$ cat src/design/alarm_defines.svh
// Register offsets, field positions and reset values of the alarm status and mask logic
//Contract
//- Status bit 4 follows remote temperature above remote high setpoint; raises alert.
//- Status bit 3 follows remote temperature below remote low setpoint; raises alert.
//- Status bit 2 flags open or shorted diode; never raises an alert.
//- Status bit 1 follows remote temperature above critical limit; raises alert.
//- Status bit 0 flags tach count above limit, meaning fan too slow.
//- Tach alarm gives no external alert while the pin is a tach input; host polls status instead.
//- Status bit 5 reads zero; status register is read-only.
//- Mask bits 7, 5 and 2 always read one.
//- Mask bit 6, reset zero, gates local high alarm onto alert.
//- Mask bit 4, reset zero, gates remote high alarm onto alert.
//- Mask bit 3, reset zero, gates remote low alarm onto alert.
//- Mask bit 1, reset zero, gates critical alarm onto alert.
//- Mask bit 0, reset zero, gates tach alarm onto alert.
//- Flags stay latched until status read; read clears only ceased conditions.
//- Status bit 7 shows conversion busy; never affects alert.
//- Status bit 6 follows local temperature above local high setpoint; raises alert.
//- Comparator mode: alert follows live conditions, not latched flags.
`ifndef ALARM_DEFINES_SVH
`define ALARM_DEFINES_SVH
`define ADDR_ALARM_STATUS 8'h02
`define ADDR_ALARM_MASK 8'h16
`define BIT_BUSY 7
`define BIT_LOCAL_HIGH 6
`define BIT_UNUSED_ZERO 5
`define BIT_REMOTE_HIGH 4
`define BIT_REMOTE_LOW 3
`define BIT_DIODE_FAULT 2
`define BIT_CRIT 1
`define BIT_TACH 0
`define MASK_FORCED_ONES 8'hA4
`define MASK_RESET 8'hA4
`define ALERT_SOURCES 8'h5B
`endif

$ cat src/design/alarm_pkg.sv
// Types shared by the alarm status and mask logic
package alarm_pkg;
  typedef logic [7:0] reg8_type;
endpackage : alarm_pkg

$ cat src/design/thermal_alert_status_mask.sv
// Alarm status latch, alarm mask register and alert output of the thermal sensor
`timescale 1ns/1ps
`include "alarm_defines.svh"
module thermal_alert_status_mask
  import alarm_pkg::*;
(
  // Clock and reset
  input wire logic mclk,
  input wire logic rst_n,
  // Live alarm conditions from the measurement blocks
  input wire logic conv_busy,
  input wire logic local_high_cond,
  input wire logic remote_high_cond,
  input wire logic remote_low_cond,
  input wire logic diode_fault_cond,
  input wire logic crit_cond,
  input wire logic tach_cond,
  // Configuration from the config register block
  input wire logic comparator_mode,
  input wire logic pin_is_tach,
  // Register access from the serial interface
  input wire logic reg_rd,
  input wire logic reg_wr,
  input wire logic [7:0] reg_addr,
  input wire logic [7:0] reg_wdata,
  output logic [7:0] reg_rdata,
  // Alert pin, active high, meaningful only when the pin is not a tach input
  output logic alert
);

  reg8_type status_flags;
  reg8_type mask_bits;
  reg8_type live_cond;
  reg8_type status_view;
  reg8_type mask_view;
  reg8_type alert_src;
  logic status_read;

  // Live conditions arranged in status bit order; bit 5 and bit 7 stay out of the latch
  always_comb
  begin
    live_cond = 8'h00;
    live_cond[`BIT_LOCAL_HIGH] = local_high_cond;
    live_cond[`BIT_REMOTE_HIGH] = remote_high_cond;
    live_cond[`BIT_REMOTE_LOW] = remote_low_cond;
    live_cond[`BIT_DIODE_FAULT] = diode_fault_cond;
    live_cond[`BIT_CRIT] = crit_cond;
    live_cond[`BIT_TACH] = tach_cond;
  end

  assign status_read = reg_rd && (reg_addr == `ADDR_ALARM_STATUS);

  // Sticky flags: a live condition always sets, so an event in the read cycle is kept
  always_ff @(posedge mclk or negedge rst_n)
  begin
    if (!rst_n)
    begin
      status_flags <= 8'h00;
    end
    else if (status_read)
    begin
      status_flags <= live_cond;
    end
    else
    begin
      status_flags <= status_flags | live_cond;
    end
  end

  // Mask register; unused bits are hard ones, so writes to them are ignored
  always_ff @(posedge mclk or negedge rst_n)
  begin
    if (!rst_n)
    begin
      mask_bits <= `MASK_RESET;
    end
    else if (reg_wr && (reg_addr == `ADDR_ALARM_MASK))
    begin
      mask_bits <= reg_wdata | `MASK_FORCED_ONES;
    end
  end

  // Busy is live and unused bit 5 is zero; status has no write path at all
  always_comb
  begin
    status_view = status_flags;
    status_view[`BIT_UNUSED_ZERO] = 1'b0;
    status_view[`BIT_BUSY] = conv_busy;
    mask_view = mask_bits | `MASK_FORCED_ONES;
  end

  // Read data is registered; a status read also clears ceased flags above
  always_ff @(posedge mclk or negedge rst_n)
  begin
    if (!rst_n)
    begin
      reg_rdata <= 8'h00;
    end
    else if (reg_rd)
    begin
      unique case (reg_addr)
        `ADDR_ALARM_STATUS: reg_rdata <= status_view;
        `ADDR_ALARM_MASK: reg_rdata <= mask_view;
        default: reg_rdata <= 8'h00;
      endcase
    end
  end

  // Comparator mode watches live conditions, latched mode the sticky flags
  always_comb
  begin
    if (comparator_mode)
    begin
      alert_src = live_cond & ~mask_bits & `ALERT_SOURCES;
    end
    else
    begin
      alert_src = status_flags & ~mask_bits & `ALERT_SOURCES;
    end
  end

  // Registered alert; tach alarm cannot reach a pin that is serving as tach input
  always_ff @(posedge mclk or negedge rst_n)
  begin
    if (!rst_n)
    begin
      alert <= 1'b0;
    end
    else
    begin
      alert <= (|alert_src) && !pin_is_tach;
    end
  end

  // Fault flag never drives the alert
  a_fault_no_alert: assert property (@(posedge mclk) disable iff (!rst_n)
    (live_cond == 8'h04 && status_flags == 8'h04) |=> !alert)
    else $error("diode fault raised alert");

  a_status_bit_five: assert property (@(posedge mclk) disable iff (!rst_n)
    $past(reg_rd) && $past(reg_addr) == `ADDR_ALARM_STATUS |-> !reg_rdata[5])
    else $error("status bit 5 read as one");

  a_mask_ones_read: assert property (@(posedge mclk) disable iff (!rst_n)
    reg_rd && reg_addr == `ADDR_ALARM_MASK |=> (reg_rdata & 8'hA4) == 8'hA4)
    else $error("unused mask bits not one");

  a_flag_stays_set: assert property (@(posedge mclk) disable iff (!rst_n)
    remote_high_cond && !status_read |=> status_flags[4])
    else $error("remote high flag not latched");

  a_read_clears_ceased: assert property (@(posedge mclk) disable iff (!rst_n)
    status_read && !crit_cond |=> !status_flags[1])
    else $error("ceased flag survived read");

  a_latch_holds: assert property (@(posedge mclk) disable iff (!rst_n)
    status_flags[3] && !status_read |=> status_flags[3])
    else $error("low flag dropped without read");

  a_masked_local: assert property (@(posedge mclk) disable iff (!rst_n)
    !comparator_mode && status_flags[6] && !mask_bits[6] && !pin_is_tach |=> alert)
    else $error("unmasked local high gave no alert");

  a_comp_release: assert property (@(posedge mclk) disable iff (!rst_n)
    comparator_mode && live_cond == 8'h00 |=> !alert)
    else $error("comparator alert did not release");

  a_tach_pin_quiet: assert property (@(posedge mclk) disable iff (!rst_n)
    pin_is_tach |=> !alert)
    else $error("alert while pin is tach input");

  a_mask_suppress: assert property (@(posedge mclk) disable iff (!rst_n)
    !comparator_mode && ((status_flags & ~mask_bits & 8'h5B) == 8'h00) |=> !alert)
    else $error("masked flags raised alert");

  // Each live condition reaches its sticky flag one edge later
  a_high_sets_flag: assert property (@(posedge mclk) disable iff (!rst_n)
    remote_high_cond |=> status_flags[`BIT_REMOTE_HIGH])
    else $error("remote high condition not latched");

  // Low alarm latches from the live condition
  a_low_sets_flag: assert property (@(posedge mclk) disable iff (!rst_n)
    remote_low_cond |=> status_flags[`BIT_REMOTE_LOW])
    else $error("remote low condition not latched");

  // Diode fault is still reported in status even though it raises no alert
  a_fault_sets_flag: assert property (@(posedge mclk) disable iff (!rst_n)
    diode_fault_cond |=> status_flags[`BIT_DIODE_FAULT])
    else $error("diode fault not latched");

  // Critical alarm latches from the live condition
  a_crit_sets_flag: assert property (@(posedge mclk) disable iff (!rst_n)
    crit_cond |=> status_flags[`BIT_CRIT])
    else $error("critical condition not latched");

  // Tach alarm latches so a polling host can see it
  a_tach_sets_flag: assert property (@(posedge mclk) disable iff (!rst_n)
    tach_cond |=> status_flags[`BIT_TACH])
    else $error("tach condition not latched");

  // Local high alarm latches from the live condition
  a_local_sets_flag: assert property (@(posedge mclk) disable iff (!rst_n)
    local_high_cond |=> status_flags[`BIT_LOCAL_HIGH])
    else $error("local high condition not latched");

  // A write aimed at status must not disturb the flags
  a_status_read_only: assert property (@(posedge mclk) disable iff (!rst_n)
    reg_wr && !reg_rd && reg_addr == `ADDR_ALARM_STATUS |=>
    status_flags == ($past(status_flags) | $past(live_cond)))
    else $error("write changed status flags");

  // Busy bit is shown live, taken in the read cycle
  a_busy_in_read: assert property (@(posedge mclk) disable iff (!rst_n)
    reg_rd && reg_addr == `ADDR_ALARM_STATUS |=> reg_rdata[`BIT_BUSY] == $past(conv_busy))
    else $error("busy bit not shown in status read");

  // Busy alone must never pull the alert
  a_busy_no_alert: assert property (@(posedge mclk) disable iff (!rst_n)
    !comparator_mode && conv_busy && ((status_flags & ~mask_bits & 8'h5B) == 8'h00) |=> !alert)
    else $error("busy raised alert");

  // Fault alone in comparator mode keeps the pin quiet too
  a_fault_comp_quiet: assert property (@(posedge mclk) disable iff (!rst_n)
    comparator_mode && live_cond == 8'h04 |=> !alert)
    else $error("diode fault raised comparator alert");

  // A mask write lands with the unused bits forced high
  a_mask_write_lands: assert property (@(posedge mclk) disable iff (!rst_n)
    reg_wr && reg_addr == `ADDR_ALARM_MASK |=> mask_bits == ($past(reg_wdata) | 8'hA4))
    else $error("mask write did not land");

  // Mask only changes on its own write
  a_mask_holds: assert property (@(posedge mclk) disable iff (!rst_n)
    !(reg_wr && reg_addr == `ADDR_ALARM_MASK) |=> mask_bits == $past(mask_bits))
    else $error("mask changed without write");

  // Forced bits never drop in the stored mask
  a_mask_ones_kept: assert property (@(posedge mclk) disable iff (!rst_n)
    reg_wr |=> (mask_bits & 8'hA4) == 8'hA4)
    else $error("stored mask lost a forced one");

  // Unmasked remote high flag drives the alert
  a_mask_remote_high: assert property (@(posedge mclk) disable iff (!rst_n)
    !comparator_mode && status_flags[4] && !mask_bits[4] && !pin_is_tach |=> alert)
    else $error("unmasked remote high gave no alert");

  // Unmasked remote low flag drives the alert
  a_mask_remote_low: assert property (@(posedge mclk) disable iff (!rst_n)
    !comparator_mode && status_flags[3] && !mask_bits[3] && !pin_is_tach |=> alert)
    else $error("unmasked remote low gave no alert");

  // Unmasked critical flag drives the alert
  a_mask_crit_alarm: assert property (@(posedge mclk) disable iff (!rst_n)
    !comparator_mode && status_flags[1] && !mask_bits[1] && !pin_is_tach |=> alert)
    else $error("unmasked critical gave no alert");

  // Unmasked tach flag drives the alert while the pin is still an alert output
  a_mask_tach_alarm: assert property (@(posedge mclk) disable iff (!rst_n)
    !comparator_mode && status_flags[0] && !mask_bits[0] && !pin_is_tach |=> alert)
    else $error("unmasked tach gave no alert");

  // Comparator mode asserts from live unmasked conditions
  a_comp_follows: assert property (@(posedge mclk) disable iff (!rst_n)
    comparator_mode && ((live_cond & ~mask_bits & 8'h5B) != 8'h00) && !pin_is_tach |=> alert)
    else $error("comparator alert missing");

  // Comparator mode releases once every unmasked condition is gone
  a_comp_masked: assert property (@(posedge mclk) disable iff (!rst_n)
    comparator_mode && ((live_cond & ~mask_bits & 8'h5B) == 8'h00) |=> !alert)
    else $error("comparator alert stuck");

  // Any unmasked latched source is enough for the alert
  a_alert_any_source: assert property (@(posedge mclk) disable iff (!rst_n)
    !comparator_mode && ((status_flags & ~mask_bits & 8'h5B) != 8'h00) && !pin_is_tach |=> alert)
    else $error("unmasked source gave no alert");

  // Mask read shows the stored bits plus the forced ones
  a_read_returns_mask: assert property (@(posedge mclk) disable iff (!rst_n)
    reg_rd && reg_addr == `ADDR_ALARM_MASK |=> reg_rdata == ($past(mask_bits) | 8'hA4))
    else $error("mask read wrong");

  // Status read returns the flags as they stood before the clear
  a_read_snapshot: assert property (@(posedge mclk) disable iff (!rst_n)
    reg_rd && reg_addr == `ADDR_ALARM_STATUS |=> (reg_rdata & 8'h5F) == ($past(status_flags) & 8'h5F))
    else $error("status read lost a flag");

  // Undecoded addresses read zero
  a_other_addr_zero: assert property (@(posedge mclk) disable iff (!rst_n)
    reg_rd && reg_addr != `ADDR_ALARM_STATUS && reg_addr != `ADDR_ALARM_MASK |=> reg_rdata == 8'h00)
    else $error("undecoded address read nonzero");

  // Read data stands until the next read
  a_rdata_holds: assert property (@(posedge mclk) disable iff (!rst_n)
    !reg_rd |=> reg_rdata == $past(reg_rdata))
    else $error("read data changed without read");

  // A condition still present at the read keeps its flag
  a_read_keeps_live: assert property (@(posedge mclk) disable iff (!rst_n)
    status_read && remote_low_cond |=> status_flags[3])
    else $error("live flag cleared by read");

  // A ceased remote high condition is cleared by the read
  a_read_clears_high: assert property (@(posedge mclk) disable iff (!rst_n)
    status_read && !remote_high_cond |=> !status_flags[4])
    else $error("ceased high flag survived read");

  // Comparator mode also stays quiet while the pin serves as tach input
  a_comp_tach_quiet: assert property (@(posedge mclk) disable iff (!rst_n)
    comparator_mode && pin_is_tach |=> !alert)
    else $error("comparator alert on tach pin");

  // A ceased local high condition is cleared by the read
  a_read_clears_local: assert property (@(posedge mclk) disable iff (!rst_n)
    status_read && !local_high_cond |=> !status_flags[6])
    else $error("ceased local flag survived read");

endmodule : thermal_alert_status_mask

$ cat config.mk
export PLATFORM = sky130hd
export DESIGN_NAME = thermal_alert_status_mask
export DESIGN_NICKNAME = d
export VERILOG_FILES = /design/src/design/alarm_pkg.sv /design/src/design/thermal_alert_status_mask.sv
export VERILOG_INCLUDE_DIRS = /design/src /design/src/design
export SDC_FILE = /design/constraint.sdc
export NUM_CORES = 1
export LEC_CHECK = 0
export BUFFER_PORTS_ARGS = -buffer_cell sky130_fd_sc_hd__buf_2
export CORE_ASPECT_RATIO = 1.4
export CORE_MARGIN = 8
export CORE_UTILIZATION = 43
export CTS_CLUSTER_SIZE = 14
export DETAILED_ROUTE_END_ITERATION = 6
export GPL_ROUTABILITY_DRIVEN = 0
export PLACE_DENSITY = 0.7
export SLEW_MARGIN = 20
export SYNTH_ARGS = -nofsm -noshare
export SYNTH_HDL_FRONTEND = slang
export SYNTH_SLANG_ARGS = --single-unit
$ cat constraint.sdc
create_clock -name mclk -period 1.8 [get_ports mclk]
set_input_delay 0.09 -clock mclk [delete_from_list [all_inputs] [get_ports mclk]]
set_output_delay 0.09 -clock mclk [all_outputs]
set_load 0.02 [all_outputs]
==> summary.txt <==
Drt
  – DR vias: 759
  – Uppermost routed layer: met4
  – Wire length on met2: 1020 µm
  – DRC violation count after routing: 0
  – Detailed-route wire length: 2130 µm
  – Initial DRT Pass Iterations: 4
  – Detailed router's first-iteration violation count: 24
  – Total met3 wirelength after detailed routing: 221 µm
  – Sum of routed wire segments on met1: 796 µm
  – Average detailed-routed wire length per instance: 15.3 µm
  – Post-detailed-route via-to-cell ratio: 5.46
  – Number of antenna-violating nets in the routed design: 0

Worst hold path
  – WHS Path Cells: 3
  – Path category of the worst min-delay check: in2reg
  – Worst Hold Launch: local_high_cond

Timing
  – Actual transition at the worst max-transition pin: 0.402 ns
  – Number of hold violations in the final report: 1
  – Unrepaired setup endpoints after global routing: false
  – Highest Clock Rate: 0.607 GHz
  – Number of pins with negative max-slew slack in the final report: 0
  – Setup skew after layout: 0.000874 ns
  – Relative slew slack: 72.5%
  – Clock period minus final worst setup slack: 1.65 ns
  – Least setup slack across all paths after layout: 0.153 ns
  – Final period utilization: 91.5%
  – Worst hold slack after final layout: -0.000124 ns
  – Count of endpoints failing setup in the final report: 0

Layout
  – Layout Cell Area excl Fill: 1190 µm²
  – Final design utilization: 60.8%
  – Number of nets in the final layout: 148
  – Area taken by multi-input logic gates: 328 µm²
  – Post-Layout Cell Count: 139
  – Share of post-route cells with drive strength above 1: 41.0%
  – Area growth from synthesis to layout: 35.8%
  – Area of all sequential standard cells: 500 µm²
  – Fill cell count: 177

Yosys
  – Multiplexer area fraction after synthesis: 6.45%
  – Post-Synth Simple-Gate Area: 10.5%
  – Net count after synthesis: 99
  – Compound-cell area share of the yosys netlist: 20.6%
  – Area of the mapped netlist: 873 µm²
  – Number of standard cells after synthesis: 70
  – Largest family of logic cells by synthesized area: compound AO/OA/AOI/OAI gates
  – Sequential element share of the synthesized area: 57.3%
  – Number of synthesized register bits: 20
  – Arithmetic-cell share of the synthesized area counting full adders, half adders and majority gates: 0%
  – Xor/xnor share of the synthesized area: 0%
  – Syn Area/Cell: 12.5 µm²
  – Number of unique standard cell types used by synthesis: 23
  – Number of warnings printed during yosys synthesis: 0

Floorplanning
  – Initial Util: 44.8%
  – Die Width: 54.1 µm
  – I/O pin count: 38
  – Site Rows: 19
  – Overall die area: 3750 µm²
  – Floorplan core area: 1950 µm²
  – Die outline height: 69.3 µm

Worst setup path
  – Category of the worst setup path capture point: flip-flop
  – Critical Path Start: reg_addr[5]
  – Kind of critical path: in2reg
  – Cell chain of the critical path: buf_2 -> or4_4 -> or3b_1 -> or3_1 -> a21o_1
  – Master of the slowest instance on the critical path: sky130_fd_sc_hd__or4_4
  – Largest stage delay on the critical path: 0.52 ns
  – Endpoint arrival time on the critical path: 1.85 ns
  – Register-to-Register Path Depth: 4
  – Startpoint Class: input port
  – Worst flop-to-flop path startpoint: mask_bits[3]$_DFFE_PN0P_
  – Crit-path max FO: 7
  – WP data required: 2.00 ns

Pwr
  – Fraction of power spent switching nets: 22.7%
  – Logic pwr share: 10.5%
  – Portion of total power attributed to sequential cells: 61.7%
  – PD cells: 631 nW/µm²
  – Switching power: 170 µW
  – Static leakage: 0.000591 µW
  – Internal Dissipation: 578 µW
  – Clock share of power: 27.8%
  – Worst supply voltage drop on vdd: 426 µV
  – Final total power: 748 µW

Placed design
  – Port-buffer cells: 34
  – Cells after DPL: 127
  – Pre-CTS setup slack: -0.169 ns
  – Standard cell area after detailed placement: 1080 µm²
  – Detailed-placement wirelength estimate: 1630 µm

CTS
  – Inserted Clock Buffers: 3
  – Worst-skew pair later-pin latency: 0.30 ns
  – Post-CTS setup buffer count: 0
  – CTS tree: built
  – Clock sinks: 20
  – Register clock-pin slew on the reported worst setup and hold paths: 0.10 ns
  – Clock root buffer master: sky130_fd_sc_hd__clkbuf_4
  – Maximum number of buffers from clock root to sink: 2
  – CTS H-tree depth: 1

Global routing
  – Number of antenna violations at the first check in global routing: 1
  – All-Layer GR Usage: 11.9%
  – Maximum number of pins on one net before global-route repair: 21
  – Global route overflow: 0
  – Vias in the first global route: 814
  – First-pass GRT wire length: 3460 µm

Flow run
  – Max cap viols: 0

Outcome
  – Failing checks: hold timing
  – Outcome: complete, but fails checks
==> final timing paths <==
kind                                                   to  slack, ns
worst max-delay path            status_flags[1]$_DFF_PN0_       0.15
worst min-delay path            status_flags[6]$_DFF_PN0_    -0.0001
worst max register to register            alert$_DFF_PN0_       0.56
worst min register to register  status_flags[2]$_DFF_PN0_       0.49
max in group asynchronous        reg_rdata[3]$_DFFE_PN0P_       1.25
min in group asynchronous        mask_bits[3]$_DFFE_PN0P_       0.25
==> cell usage after synthesis <==
library cell	n	area share (%)
sky130_fd_sc_hd__or3_1	1	0.72
sky130_fd_sc_hd__o221ai_2	2	3.4
sky130_fd_sc_hd__nand4b_1	1	1.0
sky130_fd_sc_hd__nand2_1	3	1.3
sky130_fd_sc_hd__nor3_1	2	1.1
sky130_fd_sc_hd__dfrtp_1	20	57
sky130_fd_sc_hd__o21ai_0	1	0.57
sky130_fd_sc_hd__mux2_2	5	6.4
sky130_fd_sc_hd__o22ai_1	1	0.72
sky130_fd_sc_hd__a2111oi_0	1	1.0
sky130_fd_sc_hd__inv_1	9	3.9
sky130_fd_sc_hd__nand2b_1	2	1.4
sky130_fd_sc_hd__o2bb2ai_1	1	1.0
sky130_fd_sc_hd__a22o_1	1	1.0
sky130_fd_sc_hd__or3b_1	1	1.0
sky130_fd_sc_hd__a221o_1	5	5.7
sky130_fd_sc_hd__or4_4	1	1.3
sky130_fd_sc_hd__a21o_1	6	5.2
sky130_fd_sc_hd__a311oi_1	1	1.0
sky130_fd_sc_hd__a221oi_1	1	1.0
sky130_fd_sc_hd__nor2_1	1	0.43
sky130_fd_sc_hd__nor2b_1	3	2.1
sky130_fd_sc_hd__buf_6	1	1.3
==> routing by layer <==
metal	vias up	track usage, %
met5	-	0
li1	354	-
met2	38	19.3
met3	7	3.22
met4	0	7.97
met1	360	12.6
==> cells in the final DEF, fill, tap and decap left out, drive strengths merged <==
cell type	netlist	final
buf	1	37
a221oi	1	1
nor3	2	2
nor2b	3	3
o22ai	1	1
a221o	5	5
mux2	5	5
o21ai	1	1
a22o	1	1
nand4b	1	1
inv	9	9
dlygate4sd3	0	8
a311oi	1	1
or4	1	1
or3	1	1
nand2	3	3
clkbuf	0	3
nor2	1	1
o221ai	2	2
o2bb2ai	1	1
or3b	1	1
a2111oi	1	1
nand2b	2	2
dfrtp	20	20
diode	0	1
a21o	6	6
==> critical path: cells and delay by family <==
kind | cells | cell delay, ns
AOI/OAI and AO/OA | 1 | 0.23
and+or+nand+nor | 3 | 1.43
buffers and inverters | 1 | 0.10
==> per-stage QoR <==
stage / setup TNS, ns / hold slack [ns]
after floorplan: 0 / -0.206
after global placement: -0.914 / 0.0540
after detailed placement: -1.04 / 0.0647
after CTS: 0 / 0.00583
after global routing: 0 / 0.0166
final: 0 / -0.000124
==> registers in the layout (all words and copies together), names as in the netlist <==
| signal | cells |
|---|---|
| status_flags | 6 |
| mask_bits | 5 |
| alert | 1 |
| reg_rdata | 8 |
==> cells by family after synthesis <==
logic type	Yosys count
AO/OA/AOI/OAI	20
flip-flops	20
AND/OR/NAND/NOR	15
buffers and inverters	10
multiplexers	5
==> repair_timing <==
action | 4_1_cts | 5_1_grt
resized for setup | 0 | 0
endpoints found under the hold margin | 26 | 0
hold buffers | 8 | 0
==> power by group through the flow <==
stage	logic [µW]	clock network (µW)	registers, µW
CTS	79.8	213	462
finish	78.4	208	462
global route	87.8	227	463
detailed placement	66.4	0	471
global placement	64.8	0	471
floorplan	17.2	0	472
==> final cells by class <==
type | count | area share (%)
multi-input combinational | 40 | 27.6
antenna | 1 | 0.211
inverter | 9 | 2.85
clock buffer | 3 | 1.90
sequential | 20 | 42.2
tap | 21 | 2.22
timing repair buffer | 45 | 23.0
Note: power is estimated with default switching activity, not from simulation.
